===== config.mk =====
export PLATFORM = sky130hd
export DESIGN_NAME = dlt_trigger
export DESIGN_NICKNAME = d
export VERILOG_FILES = /design/src/design/dlt_pkg.sv /design/src/design/dlt_trigger.sv
export VERILOG_INCLUDE_DIRS = /design/src /design/src/design
export SDC_FILE = /design/constraint.sdc
export NUM_CORES = 1
export LEC_CHECK = 0
export ABC_AREA = 1
export ABC_CLOCK_PERIOD_IN_PS = 2800
export BUFFER_PORTS_ARGS = -buffer_cell sky130_fd_sc_hd__buf_4
export CELL_PAD_IN_SITES_DETAIL_PLACEMENT = 1
export CELL_PAD_IN_SITES_GLOBAL_PLACEMENT = 1
export CORE_ASPECT_RATIO = 2
export CORE_MARGIN = 4
export CORE_UTILIZATION = 37
export CTS_CLUSTER_SIZE = 8
export DETAILED_ROUTE_END_ITERATION = 7
export PLACE_DENSITY = 0.9
export SYNTH_ARGS = -nofsm -noshare
export SYNTH_HDL_FRONTEND = slang
export SYNTH_SLANG_ARGS = --single-unit
export TNS_END_PERCENT = 100

===== constraint.sdc =====
create_clock -name ref_clk -period 2.8 [get_ports ref_clk]
set_input_delay 0.84 -clock ref_clk [delete_from_list [all_inputs] [get_ports ref_clk]]
set_output_delay 0.84 -clock ref_clk [all_outputs]
set_load 0.05 [all_outputs]

===== src/design/dlt_defines.svh =====
// Constants for the level-two debug trigger combiner.
// Assumes inclusion by bare name from design files; APB byte addresses.
// Notes on behaviour
// - Bit 15 is ignored for trigger formation
// - Bit 31 selects the condition combination
// - Bit31=0: trigger is AND of all three
// - Bit31=1: trigger is PC or (address and data)
// - Code 00 trace, 01 halt, 10 interrupt
`ifndef DLT_DEFINES_SVH
`define DLT_DEFINES_SVH

`define DLT_TRIG_DEF_OFFSET   12'h000
`define DLT_STATUS_OFFSET     12'h004
`define DLT_TRIG_DEF_RESET    32'h0000_0000
`define DLT_COMB_SEL_BIT      31
`define DLT_RESP_HI_BIT       31
`define DLT_RESP_LO_BIT       30
`define DLT_OLD_LOGIC_BIT     15
`define DLT_STAT_TRIG_BIT     0
`define DLT_STAT_RSVD_BIT     1

`endif


===== src/design/dlt_pkg.sv =====
// Types for the level-two debug trigger combiner.
// Assumes no surroundings beyond the design file that uses it.
package dlt_pkg;
  typedef enum logic [1:0] {
    DLT_RESP_TRACE    = 2'b00,
    DLT_RESP_HALT     = 2'b01,
    DLT_RESP_DBG_INT  = 2'b10,
    DLT_RESP_RESERVED = 2'b11
  } dlt_resp_t;
endpackage


===== src/design/dlt_trigger.sv =====
// Level-two trigger combiner with its definition register on APB.
// Assumes condition inputs come from core logic on ref_clk.
// Assumes an APB master that holds each request until pready is sampled high.
//
// The APB interface to the registers and the register offsets were left to the implementer.
`timescale 1ns/1ps
`include "dlt_defines.svh"

module dlt_trigger (
  input  wire logic        ref_clk,
  input  wire logic        reset_n,
  input  wire logic        psel,
  input  wire logic        penable,
  input  wire logic        pwrite,
  input  wire logic [11:0] paddr,
  input  wire logic [31:0] pwdata,
  output logic      [31:0] prdata,
  output logic             pready,
  output logic             pslverr,
  input  wire logic        pc_match_cond,
  input  wire logic        addr_range_cond,
  input  wire logic        data_match_cond,
  output logic             trace_data_output,
  output logic             halt_req,
  output logic             debug_int_req
);
  // Stored state
  logic [31:0]        trigger_definition_reg;
  logic               trig_seen;
  logic               reserved_seen;

  // Bus decode
  logic               acc;
  logic               setup_rd;
  logic               hit_def;
  logic               hit_stat;
  logic               hit_any;
  logic               wr_def;
  logic               wr_stat;
  logic               clr_trig;
  logic               clr_rsvd;

  // Trigger formation
  logic               comb_or;
  dlt_pkg::dlt_resp_t resp;
  logic               and_form;
  logic               or_form;
  logic               level2;
  logic               is_rsvd;

  // Next values
  logic [31:0]        next_trigger_definition_reg;
  logic               next_trig_seen;
  logic               next_reserved_seen;
  logic [31:0]        stat_word;
  logic [31:0]        next_prdata;

  // Access phase of a transfer
  function automatic logic dlt_access(
    input logic sel,
    input logic en
  );
    logic result;
    result = sel & en;
    return result;
  endfunction

  // Setup cycle of a read, where read data is loaded
  function automatic logic dlt_setup_read(
    input logic sel,
    input logic en,
    input logic wr
  );
    logic result;
    result = sel & ~en & ~wr;
    return result;
  endfunction

  // Address match against one register offset
  function automatic logic dlt_hit(
    input logic [11:0] addr,
    input logic [11:0] offset
  );
    logic match;
    match = (addr == offset);
    return match;
  endfunction

  // Error only for an access outside the register map
  function automatic logic dlt_error(
    input logic in_access,
    input logic mapped
  );
    logic result;
    result = in_access & ~mapped;
    return result;
  endfunction

  // Response code held in the top two bits of the definition word
  function automatic dlt_pkg::dlt_resp_t dlt_resp_of(
    input logic [31:0] word
  );
    logic [1:0] code;
    code = word[`DLT_RESP_HI_BIT:`DLT_RESP_LO_BIT];
    return dlt_pkg::dlt_resp_t'(code);
  endfunction

  // All three conditions together
  function automatic logic dlt_and3(
    input logic pc,
    input logic span,
    input logic data
  );
    logic result;
    result = pc & span & data;
    return result;
  endfunction

  // Program counter alone, or address range with data
  function automatic logic dlt_or_pair(
    input logic pc,
    input logic span,
    input logic data
  );
    logic pair;
    logic result;
    pair   = span & data;
    result = pc | pair;
    return result;
  endfunction

  // Pick the combination named by the select bit
  function automatic logic dlt_combine(
    input logic sel_or,
    input logic and_val,
    input logic or_val
  );
    logic result;
    case (sel_or)
      1'b0:    result = and_val;
      1'b1:    result = or_val;
      default: result = and_val;
    endcase
    return result;
  endfunction

  // Pass the trigger to one response output only for its own code
  function automatic logic dlt_gate(
    input logic               level,
    input dlt_pkg::dlt_resp_t code,
    input dlt_pkg::dlt_resp_t want
  );
    logic result;
    result = level & (code == want);
    return result;
  endfunction

  // Reserved code: the trigger is formed but drives no response
  function automatic logic dlt_is_reserved(
    input dlt_pkg::dlt_resp_t code
  );
    logic result;
    case (code)
      dlt_pkg::DLT_RESP_RESERVED: result = 1'b1;
      default:                    result = 1'b0;
    endcase
    return result;
  endfunction

  // Sticky flag: an event in the cycle of a clear still sets it
  function automatic logic dlt_sticky(
    input logic cur,
    input logic set,
    input logic clr
  );
    logic result;
    result = set | (cur & ~clr);
    return result;
  endfunction

  // Whole-word update of the definition register
  function automatic logic [31:0] dlt_next_word(
    input logic        wr,
    input logic [31:0] wdata,
    input logic [31:0] cur
  );
    logic [31:0] word;
    case (wr)
      1'b1:    word = wdata;
      default: word = cur;
    endcase
    return word;
  endfunction

  // Status word layout
  function automatic logic [31:0] dlt_status_word(
    input logic rsvd,
    input logic trig
  );
    logic [31:0] word;
    word                     = 32'h0000_0000;
    word[`DLT_STAT_TRIG_BIT] = trig;
    word[`DLT_STAT_RSVD_BIT] = rsvd;
    return word;
  endfunction

  // Read data for a setup cycle; unmapped offsets read as zero
  function automatic logic [31:0] dlt_read_word(
    input logic        sel_def,
    input logic        sel_stat,
    input logic [31:0] def_word,
    input logic [31:0] stat_in
  );
    logic [31:0] word;
    case ({sel_def, sel_stat})
      2'b10:   word = def_word;
      2'b01:   word = stat_in;
      default: word = 32'h0000_0000;
    endcase
    return word;
  endfunction

  // Read data is loaded only in a read setup cycle and held otherwise
  function automatic logic [31:0] dlt_next_read(
    input logic        setup,
    input logic [31:0] word,
    input logic [31:0] held
  );
    logic [31:0] result;
    case (setup)
      1'b1:    result = word;
      default: result = held;
    endcase
    return result;
  endfunction

  // APB decode
  assign acc      = dlt_access(psel, penable);
  assign setup_rd = dlt_setup_read(psel, penable, pwrite);
  assign hit_def  = dlt_hit(paddr, `DLT_TRIG_DEF_OFFSET);
  assign hit_stat = dlt_hit(paddr, `DLT_STATUS_OFFSET);
  assign hit_any  = hit_def | hit_stat;
  assign wr_def   = acc & pwrite & hit_def;
  assign wr_stat  = acc & pwrite & hit_stat;
  assign clr_trig = wr_stat & pwdata[`DLT_STAT_TRIG_BIT];
  assign clr_rsvd = wr_stat & pwdata[`DLT_STAT_RSVD_BIT];

  // Zero wait states
  assign pready  = 1'b1;
  assign pslverr = dlt_error(acc, hit_any);

  // Bit 15 is stored but never enters the trigger equation
  assign comb_or  = trigger_definition_reg[`DLT_COMB_SEL_BIT];
  assign resp     = dlt_resp_of(trigger_definition_reg);
  assign and_form = dlt_and3(pc_match_cond, addr_range_cond, data_match_cond);
  assign or_form  = dlt_or_pair(pc_match_cond, addr_range_cond, data_match_cond);
  assign level2   = dlt_combine(comb_or, and_form, or_form);
  assign is_rsvd  = dlt_is_reserved(resp);

  // Response outputs follow the trigger in the same cycle
  assign trace_data_output = dlt_gate(level2, resp, dlt_pkg::DLT_RESP_TRACE);
  assign halt_req          = dlt_gate(level2, resp, dlt_pkg::DLT_RESP_HALT);
  assign debug_int_req     = dlt_gate(level2, resp, dlt_pkg::DLT_RESP_DBG_INT);

  // Next values
  assign next_trigger_definition_reg = dlt_next_word(wr_def, pwdata, trigger_definition_reg);
  assign next_trig_seen              = dlt_sticky(trig_seen, level2, clr_trig);
  assign next_reserved_seen          = dlt_sticky(reserved_seen, is_rsvd, clr_rsvd);
  assign stat_word                   = dlt_status_word(reserved_seen, trig_seen);
  assign next_prdata                 = dlt_next_read(setup_rd,
    dlt_read_word(hit_def, hit_stat, trigger_definition_reg, stat_word),
    prdata);

  // Definition register
  always_ff @(posedge ref_clk) begin
    if (!reset_n) begin
      trigger_definition_reg <= `DLT_TRIG_DEF_RESET;
    end else begin
      trigger_definition_reg <= next_trigger_definition_reg;
    end
  end

  // Trigger seen, write 1 clears
  always_ff @(posedge ref_clk) begin
    if (!reset_n) begin
      trig_seen <= 1'b0;
    end else begin
      trig_seen <= next_trig_seen;
    end
  end

  // Reserved code in use, write 1 clears
  always_ff @(posedge ref_clk) begin
    if (!reset_n) begin
      reserved_seen <= 1'b0;
    end else begin
      reserved_seen <= next_reserved_seen;
    end
  end

  // Read data register
  always_ff @(posedge ref_clk) begin
    if (!reset_n) begin
      prdata <= 32'h0000_0000;
    end else begin
      prdata <= next_prdata;
    end
  end

endmodule // dlt_trigger


==> flow_metrics.env <==
export IMPL_status="finished, final reports clean"
export IMPL_gr_total_overflow=0
export IMPL_via_count=2663
export IMPL_syn_nets=395
export IMPL_cp_max_fo=3
export IMPL_cap_violations=0
export IMPL_slew_headroom=0.633
export IMPL_cp_data_required_time_ps=1960
export IMPL_dp_cells=504
export IMPL_r2r_cells=4
export IMPL_min_path_type="register to register"
export IMPL_max_freq_mhz=370
export IMPL_seqPwrFrac=0.443
export IMPL_fin_cells=520
export IMPL_die_w_um=70.8
export IMPL_core_sq_mm=0.00766
export IMPL_cp_common_cell="inv_1"
export IMPL_worst_pin_slew_ps=550
export IMPL_syn_instance_count=340
export IMPL_p_int_uw=1670
export IMPL_grt_first_pass_wirelength_mm=14.5
export IMPL_htreeDepth=3
export IMPL_vias_per_cell=5.12
export IMPL_clockRootBuffer="clkbuf_16"
export IMPL_cp_cell_sequence="buf_4 -> inv_1 -> nand2_1 -> nor3_4 -> nand2_4 -> ha_1 -> inv_1 -> nor2_2 -> buf_6"
export IMPL_n_antenna_cell=0
export IMPL_grt_pass1_vias=3046
export IMPL_die_h_um=134
export IMPL_antenna_found_initial=0
export IMPL_place_hpwl_mm=6.17
export IMPL_drive_above_1_share=0.427
export IMPL_dp_slack_ps=34.5
export IMPL_crit_type="input pin to output pin"
export IMPL_drt_pass1_iter_count=4
export IMPL_cts_made_buffers=9
export IMPL_critPathLaunchType="input pin"
export IMPL_totalWireLength_mm=8.77
export IMPL_dieArea_sq_mm=0.00946
export IMPL_skew_ps=3.32
export IMPL_maxSlewViolCount=0
export IMPL_ys_types=24
export IMPL_final_common_cell="buf_4"
export IMPL_finalHoldViolations=0
export IMPL_fin_util=0.512
export IMPL_clkLatencyLatePin_ps=330
export IMPL_area_delta_synth_final_pct=34.3
export IMPL_power_density_mw_per_mm2=542
export IMPL_synth_top_cell_area_share=0.453
export IMPL_syn_area_sq_mm=0.00292
export IMPL_netlist_top_cells_area="dfxtp_1, nand2_1, nand3_2"
export IMPL_pin_count=89
export IMPL_fin_nets=476
export IMPL_min_from="prdata[21]"
export IMPL_synth_seq_cells=66
export IMPL_start_util=0.381
export IMPL_cts_sinks=66
export IMPL_layout_common_cells="buf_4, nand2_1, dfxtp_1"
export IMPL_grt_max_degree=67
export IMPL_layout_worst_path_cycle_share=0.966
export IMPL_clk_path_buf_depth=2
export IMPL_rows=45
export IMPL_max_vdd_ir_drop_mv=0.317
export IMPL_drc=0
export IMPL_reg2reg_from="trigger_definition_reg[31]"
export IMPL_pwr_share_comb=0.064
export IMPL_holdPathStages=2
export IMPL_fillers=953
export IMPL_cts_tree="yes"
export IMPL_clkTransAtPathRegs_ps=50
export IMPL_min_period_ps=2710
export IMPL_cp_data_arrival_time_ps=1870
export IMPL_holdPathEnd="prdata[21]"
export IMPL_end_kind="output pin"
export IMPL_setup_ws_ps=93.9
export IMPL_timing_rr_end="trig_seen"
export IMPL_yosysTopAreaCell="dfxtp_1"
export IMPL_synth_seq_area_share=0.453
export IMPL_wl_per_cell_um=16.9
export IMPL_synth_warnings=0
export IMPL_gr_usage_all_layers=0.197
export IMPL_io_buffers=87
export IMPL_first_iter_violations=175
export IMPL_p_leak_uw=0.00145
export IMPL_final_antenna_net_count=0
export IMPL_max_stage_delay_ps=220
export IMPL_swShare=0.215
export IMPL_slowest_stage="nor3_4"
export IMPL_reg2reg_slack_ps=1820
export IMPL_setup_viol=0
export IMPL_place_gp_congestion=0.803
export IMPL_synth_avg_cell_area_sq_um=8.58
export IMPL_pwr_share_clk=0.493
export IMPL_p_sw_uw=457
[worst max-delay path, delay by kind of cell]
kind	cells	cell delay, ps
buf+inv	4	370
simple gates	4	470
fa+ha+maj	1	190
[how the worst max path moves through the flow]
stage                          from      end  slack, ps  cells past startpoint
final                      paddr[0]  pslverr         90                      9
after global routing       paddr[7]  pslverr        -30                      9
after floorplan            paddr[0]  pslverr        200                      7
after detailed placement   paddr[9]  pslverr         30                      9
after CTS                  paddr[9]  pslverr         30                      9
after global placement    paddr[11]  pslverr        120                      9
[synth_stat cells]
library cell  count
a21oi_1          38
a21oi_2          29
buf_1             3
buf_12            3
buf_2             7
buf_4             3
buf_6             1
clkbuf_1          9
clkinv_4          1
conb_1            1
dfxtp_1          66
ha_1              3
inv_1            10
inv_2             1
nand2_1          82
nand2_4           1
nand3_1          35
nand3_2          30
nand4_1           2
nor2_1           11
nor2_2            1
nor2_4            1
nor3_1            1
nor3_4            1
[metrics by stage]
step / hold WS [ps] / TNS (ps) / cell area (sq um) / total power [uW]
finish: 466 / 0 / 3920 / 2130
detailed placement: 459 / 0 / 3620 / 1100
global route: 498 / -32.8 / 3920 / 2200
floorplan: 440 / 0 / 2930 / 1020
CTS: 466 / 0 / 3900 / 2150
global placement: 454 / 0 / 3620 / 1090
[power by group through the flow]
| stage | Combinational (uW) | Sequential (uW) | Clock, uW |
|---|---|---|---|
| 2_1_floorplan | 56.0 | 961 | 0 |
| 3_3_place_gp | 132 | 961 | 0 |
| 3_5_place_dp | 135 | 961 | 0 |
| 4_1_cts | 136 | 941 | 1080 |
| 5_1_grt | 146 | 940 | 1120 |
| 6_report | 136 | 941 | 1050 |
[final cells by class]
cell class                      instances  area [sq um]  area share
Multi-Input combinational cell        236          1400       0.356
Clock inverter                          2          10.0     0.00256
Inverter                               12          50.0      0.0128
Sequential cell                        66          1320       0.337
Tap cell                               94           118      0.0300
Timing Repair Buffer                   96           749       0.191
Clock buffer                           14           274      0.0699
[kinds of logic after synthesis]
group | after synthesis | share of synthesized area
AO/OA/AOI/OAI | 67 | 0.152
buffers and inverters | 38 | 0.0768
flip-flops | 66 | 0.453
adder cells (fa/ha/maj) | 3 | 0.0129
AND/OR/NAND/NOR | 165 | 0.304
other | 1 | 0.00129
[per-layer routing]
layer	global-route usage	routed length [um]	vias to the layer above
li1	-	-	1288
met1	0.182	2950	1285
met2	0.385	5110	75
met3	0.0498	437	15
met4	0.0941	270	0
met5	0	0	-
[timing repair]
action	4_1_cts	5_1_grt
setup buffers	0	0
hold buffers	0	0
resized for setup	0	5
endpoints found under the setup margin	0	1
Note: power is estimated with default switching activity, not from simulation.
